### config.mk
export PLATFORM = sky130hd
export DESIGN_NAME = host_bus_port
export DESIGN_NICKNAME = d
export VERILOG_FILES = /design/src/rtl/host_bus_pkg.sv /design/src/rtl/pin_samples_if.sv /design/src/rtl/host_bus_port.sv /design/src/rtl/pin_sampler.sv
export VERILOG_INCLUDE_DIRS = /design/src /design/src/rtl
export SDC_FILE = /design/constraint.sdc
export NUM_CORES = 1
export LEC_CHECK = 0
export ABC_AREA = 1
export BUFFER_PORTS_ARGS = -buffer_cell sky130_fd_sc_hd__buf_2
export CAP_MARGIN = 20
export CORE_MARGIN = 2
export CORE_UTILIZATION = 45
export DETAILED_ROUTE_END_ITERATION = 8
export PLACE_DENSITY = 0.72
export SYNTH_ARGS = -nofsm -noshare
export SYNTH_HDL_FRONTEND = slang
export SYNTH_SLANG_ARGS = --single-unit
### constraint.sdc
create_clock -name sys_clk -period 1 [get_ports sys_clk]
set_clock_uncertainty 0.05 [all_clocks]
set_input_delay 0.2 -clock sys_clk [delete_from_list [all_inputs] [get_ports sys_clk]]
set_output_delay 0.2 -clock sys_clk [all_outputs]
set_load 0.01 [all_outputs]
### src/rtl/host_bus_port_params.svh
// constants for the host bus port: pin slots, reset values, widths
`ifndef HOST_BUS_PORT_PARAMS_SVH
`define HOST_BUS_PORT_PARAMS_SVH

// slots of the sampled control pin vector
`define PIN_CS      0
`define PIN_RDS     1
`define PIN_WRD     2
`define PIN_ALE     3
`define PIN_STYLE   4
`define PIN_MUX     5
`define NCTRL       6

// control pins at reset: select, strobes high; latch, straps low
`define CTL_IDLE    6'h07
`define BYTE_IDLE   8'h00
`define BUS_W       8

// style and multiplex strap levels
`define STYLE_DSTROBE 1'b1
`define MUX_SHARED    1'b1

`endif

### src/rtl/host_bus_pkg.sv
// types shared by the host bus port modules
package host_bus_pkg;
    `include "host_bus_port_params.svh"

    typedef logic [`BUS_W-1:0] bus_byte_t;
    typedef logic [`NCTRL-1:0] ctl_vec_t;

    typedef enum logic [1:0] {
        ACC_IDLE,
        ACC_WAIT,
        ACC_DRIVE
    } acc_state_t;
endpackage

### src/rtl/pin_samples_if.sv
// synchronised pin samples passed from the sampler to the port logic
`timescale 1ns/1ps
interface pin_samples_if;
    import host_bus_pkg::*;

    ctl_vec_t  ctl;
    ctl_vec_t  ctl_q;
    bus_byte_t ad;
    bus_byte_t ad_q;
    bus_byte_t addr;
    bus_byte_t addr_q;

    modport src (
        output ctl,
        output ctl_q,
        output ad,
        output ad_q,
        output addr,
        output addr_q
    );
    modport dst (
        input ctl,
        input ctl_q,
        input ad,
        input ad_q,
        input addr,
        input addr_q
    );
endinterface

### src/rtl/host_bus_port.sv
// host bus port: 8-bit processor access to the framer registers
// How it works
// - style strap high: data strobe plus direction; low: split strobes.
// - a falling address latch captures the shared bus or the address pins.
// - the host selects low to access; strobes while unselected are ignored.
// - strobe mode: selected low strobe, direction high, drives read data.
// - strobe mode: a rising strobe with direction low captures write data.
// - split mode: selected low read strobe drives read data, never writes.
// - split mode: a rising write strobe captures write data, never reads.
// - multiplex strap high carries address and data over the shared bus.
// - multiplex strap low takes the address from the address pins.
// - the shared bus is eight bits both ways, bit 7 most significant.
// - the open-drain interrupt pulls low while any unmasked flag is set.
// - a low reset pin resets the framer asynchronously while it stays low.
`timescale 1ns/1ps
`include "host_bus_port_params.svh"
module host_bus_port
    import host_bus_pkg::*;
(
    input  wire logic                    sys_clk,
    input  wire logic                    rstn,
    input  wire logic                    cs_n,
    input  wire logic                    read_or_data_strobe_n,
    input  wire logic                    write_strobe_or_dir,
    input  wire logic                    addr_latch,
    input  wire logic                    bus_style_select,
    input  wire logic                    bus_multiplex_select,
    input  wire host_bus_pkg::bus_byte_t ad_in,
    output      host_bus_pkg::bus_byte_t ad_out,
    output logic                         ad_oe,
    input  wire host_bus_pkg::bus_byte_t addr_in,
    output logic                         irq_n_out,
    output logic                         irq_n_oe,
    input  wire host_bus_pkg::bus_byte_t irq_flags,
    input  wire host_bus_pkg::bus_byte_t irq_mask,
    input  wire logic                    reset_pin_n,
    output logic                         framer_rst_n,
    output      host_bus_pkg::bus_byte_t reg_addr,
    output      host_bus_pkg::bus_byte_t reg_wdata,
    output logic                         reg_wr,
    output logic                         reg_rd,
    input  wire host_bus_pkg::bus_byte_t reg_rdata
);
    import host_bus_pkg::*;

    pin_samples_if smp ();

    ctl_vec_t   ctl_pin;
    acc_state_t state;
    acc_state_t next_state;
    logic       rst_sync1;
    logic       rst_act;

    // pin samples, current and previous
    logic       sel_now;
    logic       sel_prev;
    logic       rds_now;
    logic       rds_prev;
    logic       wrd_now;
    logic       wrd_prev;
    logic       ale_now;
    logic       ale_prev;
    logic       style_ds;
    logic       mux_shared;

    // decoded events
    logic       rd_req;
    logic       ds_rise;
    logic       wr_rise;
    logic       wr_edge;
    logic       ale_fall;
    bus_byte_t  addr_src;
    bus_byte_t  masked;
    logic       pending;

    assign ctl_pin = {bus_multiplex_select, bus_style_select,
                      addr_latch, write_strobe_or_dir,
                      read_or_data_strobe_n, cs_n};

    pin_sampler u_sampler (
        .sys_clk  (sys_clk),
        .rstn     (rstn),
        .ctl_pin  (ctl_pin),
        .ad_pin   (ad_in),
        .addr_pin (addr_in),
        .smp      (smp.src)
    );

    // reset pin: asserts at once, releases on the clock
    always_ff @(posedge sys_clk or negedge reset_pin_n) begin
        if (!reset_pin_n) begin
            rst_sync1    <= 1'b0;
            framer_rst_n <= 1'b0;
        end else begin
            rst_sync1    <= 1'b1;
            framer_rst_n <= rst_sync1;
        end
    end

    assign rst_act = !rstn || !framer_rst_n;

    assign sel_now    = !smp.ctl[`PIN_CS];
    assign sel_prev   = !smp.ctl_q[`PIN_CS];
    assign rds_now    = smp.ctl[`PIN_RDS];
    assign rds_prev   = smp.ctl_q[`PIN_RDS];
    assign wrd_now    = smp.ctl[`PIN_WRD];
    assign wrd_prev   = smp.ctl_q[`PIN_WRD];
    assign ale_now    = smp.ctl[`PIN_ALE];
    assign ale_prev   = smp.ctl_q[`PIN_ALE];
    assign style_ds   = smp.ctl[`PIN_STYLE] == `STYLE_DSTROBE;
    assign mux_shared = smp.ctl[`PIN_MUX] == `MUX_SHARED;

    // read request: strobe low, direction high in strobe mode
    assign rd_req = sel_now && !rds_now &&
                    (style_ds ? wrd_now : 1'b1);

    // write edges, judged on the levels just before the edge
    assign ds_rise = !rds_prev && rds_now && !wrd_prev;
    assign wr_rise = !wrd_prev && wrd_now;
    assign wr_edge = sel_prev &&
                     (style_ds ? ds_rise : wr_rise);

    // address source depends on the multiplex strap
    assign ale_fall = ale_prev && !ale_now;
    assign addr_src = mux_shared ? smp.ad_q
                                 : smp.addr_q;

    // interrupt: any unmasked flag
    assign masked  = irq_flags & irq_mask;
    assign pending = |masked;

    // read sequencing
    always_comb begin
        next_state = state;
        unique case (state)
            ACC_IDLE: begin
                if (rd_req) begin
                    next_state = ACC_WAIT;
                end
            end
            ACC_WAIT: begin
                next_state = rd_req ? ACC_DRIVE : ACC_IDLE;
            end
            ACC_DRIVE: begin
                if (!rd_req) begin
                    next_state = ACC_IDLE;
                end
            end
        endcase
    end

    always_ff @(posedge sys_clk) begin
        if (rst_act) begin
            state <= ACC_IDLE;
        end else begin
            state <= next_state;
        end
    end

    // one read strobe per host read
    always_ff @(posedge sys_clk) begin
        if (rst_act) begin
            reg_rd <= 1'b0;
        end else begin
            reg_rd <= state == ACC_IDLE && rd_req;
        end
    end

    // read data held from the answer cycle
    always_ff @(posedge sys_clk) begin
        if (rst_act) begin
            ad_out <= `BYTE_IDLE;
        end else if (state == ACC_WAIT) begin
            ad_out <= reg_rdata;
        end
    end

    // bus driven only while the read stays requested
    always_ff @(posedge sys_clk) begin
        if (rst_act) begin
            ad_oe <= 1'b0;
        end else begin
            ad_oe <= state != ACC_IDLE && rd_req;
        end
    end

    // write capture
    always_ff @(posedge sys_clk) begin
        if (rst_act) begin
            reg_wr    <= 1'b0;
            reg_wdata <= `BYTE_IDLE;
        end else begin
            reg_wr <= wr_edge;
            if (wr_edge) begin
                reg_wdata <= smp.ad_q;
            end
        end
    end

    // address latch
    always_ff @(posedge sys_clk) begin
        if (rst_act) begin
            reg_addr <= `BYTE_IDLE;
        end else if (ale_fall) begin
            reg_addr <= addr_src;
        end
    end

    // open-drain interrupt
    always_ff @(posedge sys_clk) begin
        if (rst_act) begin
            irq_n_out <= 1'b0;
            irq_n_oe  <= 1'b0;
        end else begin
            irq_n_out <= 1'b0;
            irq_n_oe  <= pending;
        end
    end
endmodule

### src/rtl/pin_sampler.sv
// two-stage synchronisers for the host pins plus one delayed copy
`timescale 1ns/1ps
`include "host_bus_port_params.svh"
module pin_sampler
    import host_bus_pkg::*;
(
    input  wire logic                   sys_clk,
    input  wire logic                   rstn,
    input  wire host_bus_pkg::ctl_vec_t ctl_pin,
    input  wire host_bus_pkg::bus_byte_t ad_pin,
    input  wire host_bus_pkg::bus_byte_t addr_pin,
    pin_samples_if.src                  smp
);
    ctl_vec_t  meta_ctl;
    bus_byte_t meta_ad;
    bus_byte_t meta_addr;

    // first stage only feeds the second
    always_ff @(posedge sys_clk) begin
        if (!rstn) begin
            meta_ctl  <= `CTL_IDLE;
            meta_ad   <= `BYTE_IDLE;
            meta_addr <= `BYTE_IDLE;
        end else begin
            meta_ctl  <= ctl_pin;
            meta_ad   <= ad_pin;
            meta_addr <= addr_pin;
        end
    end

    // second stage and previous-cycle copy for edge detection
    always_ff @(posedge sys_clk) begin
        if (!rstn) begin
            smp.ctl    <= `CTL_IDLE;
            smp.ctl_q  <= `CTL_IDLE;
            smp.ad     <= `BYTE_IDLE;
            smp.ad_q   <= `BYTE_IDLE;
            smp.addr   <= `BYTE_IDLE;
            smp.addr_q <= `BYTE_IDLE;
        end else begin
            smp.ctl    <= meta_ctl;
            smp.ctl_q  <= smp.ctl;
            smp.ad     <= meta_ad;
            smp.ad_q   <= smp.ad;
            smp.addr   <= meta_addr;
            smp.addr_q <= smp.addr;
        end
    end
endmodule

; Word level (Yosys, flattened, before mapping)
; Cells that the tools add are included.
[totals]
ff_bits = 96
out_inout_bits = 30
word_cells = 53
[classes]
eq_ne = 4
n_mux = 7
n_bitwise = 1
reduce_logical = 22
[ops]
columns = operator, n
row1 = $logic_and 1x1->1, 9
row2 = $and 8x8->8, 1
row3 = $logic_not 1->1, 8
row4 = $mux 8, 1
row5 = $reduce_or 8->1, 1
row6 = $mux 2, 3
row7 = $pmux 2 s3, 1
row8 = $ne 2x2->1 const B, 2
row9 = $eq 2x1->1 const B, 1
row10 = $eq 2x2->1 const B, 1
row11 = $logic_not 2->1, 1
row12 = $mux 1, 2
row13 = $reduce_and 2->1, 1
row14 = $reduce_bool 2->1, 1
row15 = $logic_or 1x1->1, 1

; Longest topological paths before layout
[logic_depth]
depth_word = 5
depth_mapped = 7
ltp_nobuf = 7

; Cells and area by module
; A second synthesis with hierarchy kept.
[unflattened]
cells_unflattened = 390
area_unflattened_um2 = 3309.4
[modules_own_cells]
columns = mod, instances, cells_per_inst, area_per_inst_um2
row1 = pin_sampler, 1, 205, 1864.3
row2 = host_bus_port, 1, 185, 1445.1

; Worst setup path after synthesis
; Ideal clock, no wire load.
[synth_path]
path_type = register -> register
startpoint = reg state[1]
endpoint = reg ad_out[0]
setup_time_ns = 0.070
t_arrival_ns = 1.007
required_time_ns = 0.880
slack_ns = -0.127
stages_incl_launch_ff = 7
n_path_buf = 1
period_less_slack_ns = 1.127
cell_sequence = dfxtp_1 -> inv_1 -> ha_1 -> buf_2 -> inv_1 -> nand2_1 -> a21oi_1
[synth_between]
elab_chain_cells = 1
[synth_rtl]
columns = element, line_no
row1 = from (decl), host_bus_port.sv:49  ; acc_state_t state;
row2 = from (signal assigned), host_bus_port.sv:156  ; state <= next_state;
row3 = $eq 2x1->1, host_bus_port.sv:173  ; end else if (state == ACC_WAIT) begin
row4 = to (signal assigned), host_bus_port.sv:172  ; ad_out <= `BYTE_IDLE;
row5 = to (signal assigned), host_bus_port.sv:174  ; ad_out <= reg_rdata;
row6 = to (decl), host_bus_port.sv:29  ; output host_bus_pkg::bus_byte_t ad_out,
; No other way between the ends.
; A chain may end at the register's enable or synchronous reset.

; Worst setup path after layout
[layout_path]
startpoint = reg u_sampler.smp.ctl[1]
endpoint = reg state[0]
[layout_between]
elab_chain_cells = 5
elab_cells_between_ends = 6
[layout_rtl]
columns = element, line_no
row1 = from (decl), pin_samples_if.sv:14  ; output ctl,
row2 = from (signal assigned), pin_sampler.sv:34  ; smp.ctl <= `CTL_IDLE;
row3 = from (signal assigned), pin_sampler.sv:41  ; smp.ctl <= meta_ctl;
row4 = $logic_not 1->1 (*), host_bus_port.sv:114  ; assign rd_req = sel_now && !rds_now &&
row5 = $logic_and 1x1->1 (*) (2 in a row), host_bus_port.sv:114
row6 = $ne 2x2->1 (no line), --
row7 = $reduce_and 2->1 (no line) (*), --
; Every way passes the cells marked *; elsewhere a longest branch is shown, timed or not.

==> results.py <==
metrics = {
    "layout": {
        "drive_gt1_share_pct": 41.76,
        "diodes": 0,
        "syn2layout_area_growth_pct": 51.24,
        "nNetsFinal": 557,
        "design_area_um2": 4750,
        "n_fill_cell": 496,
    },
    "power_and_ir_drop": {
        "leakage_nw": 2.427,
        "max-vdd-ir-drop_mv": 0.9347,
        "p_per_area_nw_per_um2": 1416,
    },
    "synthesis": {
        "syn-num-nets": 428,
        "synth_most_common_cell": "nand2_1",
        "ys_types": 25,
        "ys_async_sr_fraction_pct": 2.083,
        "yosysWarnings": 0,
        "ys.flop_type": "dfxtp_1",
        "synth_top_area_cell": "dfxtp_1",
        "synth_edf_count": 0,
        "synth.area.top_cells": "dfxtp_1, nand2_1, inv_1",
        "ys_top_cells_by_count": "nand2_1, dfxtp_1, inv_1",
        "syn-cell-area_um2": 3141,
        "synth_area_per_cell_um2": 8.352,
        "ys_ff_latch": 96,
        "synth_top_cell_area_share_pct": 59.92,
        "syn_inst": 376,
        "yosysSeqAreaShare_pct": 61.51,
    },
    "routing": {
        "wire_per_inst_um": 11.56,
        "drt_iter0_markers": 65,
        "wl_met1_um": 2617,
        "via_per_inst": 4.402,
        "firstDrtPassIters": 4,
        "drc": 0,
        "vias": 2597,
        "dr.max_layer_used": "met4",
        "wl_met3_um": 361,
        "met2WireLength_um": 3656,
        "ant_nets": 0,
        "drt-total-wl_um": 6818,
    },
    "worst_setup_path": {
        "cp.arrival_ns": 1.33,
        "required_ns": 1.20,
        "cpPeakStageDelay_ns": 0.34,
        "worst_setup_path_end_kind": "flop",
        "path_max_fanout": 3,
        "cp_cell_sequence": "buf_6 > nor2_4 > nand2_2 > nand2_4 > nand3_2 > nand2_1 > nor2_1",
        "crit_buf_inv": 1,
        "path_delay_family": "simple AND/OR/NAND/NOR gates",
        "crit_path_top_delay_cell": "dfxtp_2",
        "start_kind": "flop",
        "critPathKind": "flop to flop",
    },
    "place": {
        "hpwl_um": 3808,
        "port_buffers": 77,
        "placed_cell_area_um2": 3697,
        "place.gp.congestion": 0.7718,
    },
    "sta": {
        "period_needed_ns": 1.124,
        "fin_ws_ns": -0.1240,
        "fmax_ghz": 0.8897,
        "fin_setup_tns_ns": -3.520,
        "setup_violations": 55,
        "hold_viol": 0,
        "rsz0062_at_grt": "yes",
        "hold_slack_ns": 0.02679,
        "drv_slew": 0,
        "fin_crit_sh_pct": 112.4,
    },
    "clocking": {
        "cts.sinks": 96,
        "path_clk_slew_ns": 0.09,
        "htreeDepth": 3,
        "cts_tree": "built",
        "numCtsBuffers": 9,
        "clock_path_buffers": 2,
        "clk_latency_ns": 0.36,
        "cts-root-buf": "clkbuf_8",
    },
    "global_routing": {
        "grt_pass1_wl_um": 9991,
        "first_global_vias": 2399,
        "grt_max_degree": 65,
        "grtUsageTotal_pct": 17.08,
        "gr-total-overflow": 0,
        "antenna_found_initial": 0,
    },
    "die": {
        "io_pins": 79,
        "start_util_pct": 46.48,
        "rows": 30,
        "dieArea_um2": 7663,
        "core_um2": 6756,
        "fp.dieW_um": 87.54,
        "die_y_um": 87.54,
    },
    "outcome": {
        "violations": "negative setup slack",
        "status": "finished, violations left",
    },
    "run": {
        "max_cap_violations": 0,
    },
    "min_path": {
        "hold_path.class": "input pin to flop",
    },
}
-- routing by layer --
layer	track usage, %	up-vias
met1	17.05	1148
met2	31.82	72
met3	4.524	14
li1	-	1363
met5	0	-
met4	9.510	0
-- worst register-to-register path: stages, from the launching register on --
cell and delay, ns:
dfxtp_2 0.34, buf_6 0.12, nor2_4 0.15, nand2_2 0.10, nand2_4 0.10, nand3_2 0.06
nand2_1 0.06, nor2_1 0.04
-- timing repair --
item / in CTS / in global routing
resized for setup: 93 / 47
hold buffers: 23 / 0
gates cloned: 1 / 1
pin swaps: 18 / 12
setup endpoints to repair: 50 / 59
buffers inserted: 11 / 8
hold endpoints to repair: 24 / 0
-- power by group --
group          internal [mW]  total, mW  switching [mW]
sequential              3.93       3.98          0.0452
combinational          0.258      0.485           0.227
clock                  0.934       2.26            1.33
-- cell type report --
| type | count | area, um2 | area share (%) |
|---|---|---|---|
| flip-flops and latches | 96 | 1981 | 41.70 |
| repair inverters | 1 | 7.507 | 0.1581 |
| clock inverters | 6 | 51.30 | 1.080 |
| clock buffers | 10 | 127.6 | 2.687 |
| repair buffers | 130 | 1096 | 23.08 |
| multi-input cells | 191 | 1079 | 22.71 |
| inverters | 76 | 307.8 | 6.480 |
| well taps | 80 | 100.1 | 2.107 |
-- placed cells by master, fill, tap and decap left out, drive strengths merged, types with 4 or more instances in the layout --
| cell | count |
|---|---|
| a21oi | 9 |
| a31oi | 8 |
| buf | 106 |
| clkbuf | 11 |
| clkinv | 4 |
| dfxtp | 94 |
| dlygate4sd3 | 23 |
| inv | 77 |
| nand2 | 120 |
| nand3b | 7 |
| nor2 | 24 |
| o21ai | 9 |
-- logic make-up after synthesis --
family | synth area share (%)
adder cells (fa/ha/maj) | 1.195
AND/OR/NAND/NOR | 20.84
flip-flops | 61.51
AO/OA/AOI/OAI | 4.821
other | 0.2391
buffers and inverters | 11.39
-- state kept, by name, indices dropped and copies added (netlist names) --
signal,count
reg_wr,1
u_sampler.smp.ad,8
u_sampler.smp.addr_q,8
reg_addr,8
ad_oe,1
reg_rd,1
u_sampler.smp.ctl,6
rst_sync1,1
state,2
u_sampler.meta_ctl,6
u_sampler.smp.ctl_q,4
ad_out,8
irq_n_oe,1
framer_rst_n,1
u_sampler.smp.addr,8
u_sampler.meta_addr,8
reg_wdata,8
u_sampler.meta_ad,8
u_sampler.smp.ad_q,8
-- stage by stage --
step | total power [mW] | std cells | utilization [%] | setup slack [ns]
4_1_cts | 6.747 | 581 | 66.87 | -0.1308
3_3_place_gp | 4.392 | 530 | 54.72 | -0.1454
3_5_place_dp | 4.405 | 530 | 54.72 | -0.2256
6_report | 6.725 | 590 | 70.30 | -0.1240
2_1_floorplan | 4.246 | 376 | - | -0.0007082
5_1_grt | 7.017 | 590 | 70.30 | -0.1988
-- worst paths after layout --
check                                startpoint            to  slack, ns  depth (start not counted)
setup / recovery           u_sampler.smp.ctl[1]      state[0]      -0.12                          7
hold / removal                     reg_rdata[0]     ad_out[0]       0.03                          3
setup reg to reg           u_sampler.smp.ctl[1]      state[0]      -0.12                          7
hold reg to reg                       rst_sync1  framer_rst_n       0.31                          0
max in group asynchronous           reset_pin_n  framer_rst_n       0.69                          2
min in group asynchronous           reset_pin_n     rst_sync1       0.12                          2
(Power assumes the default switching activity.)
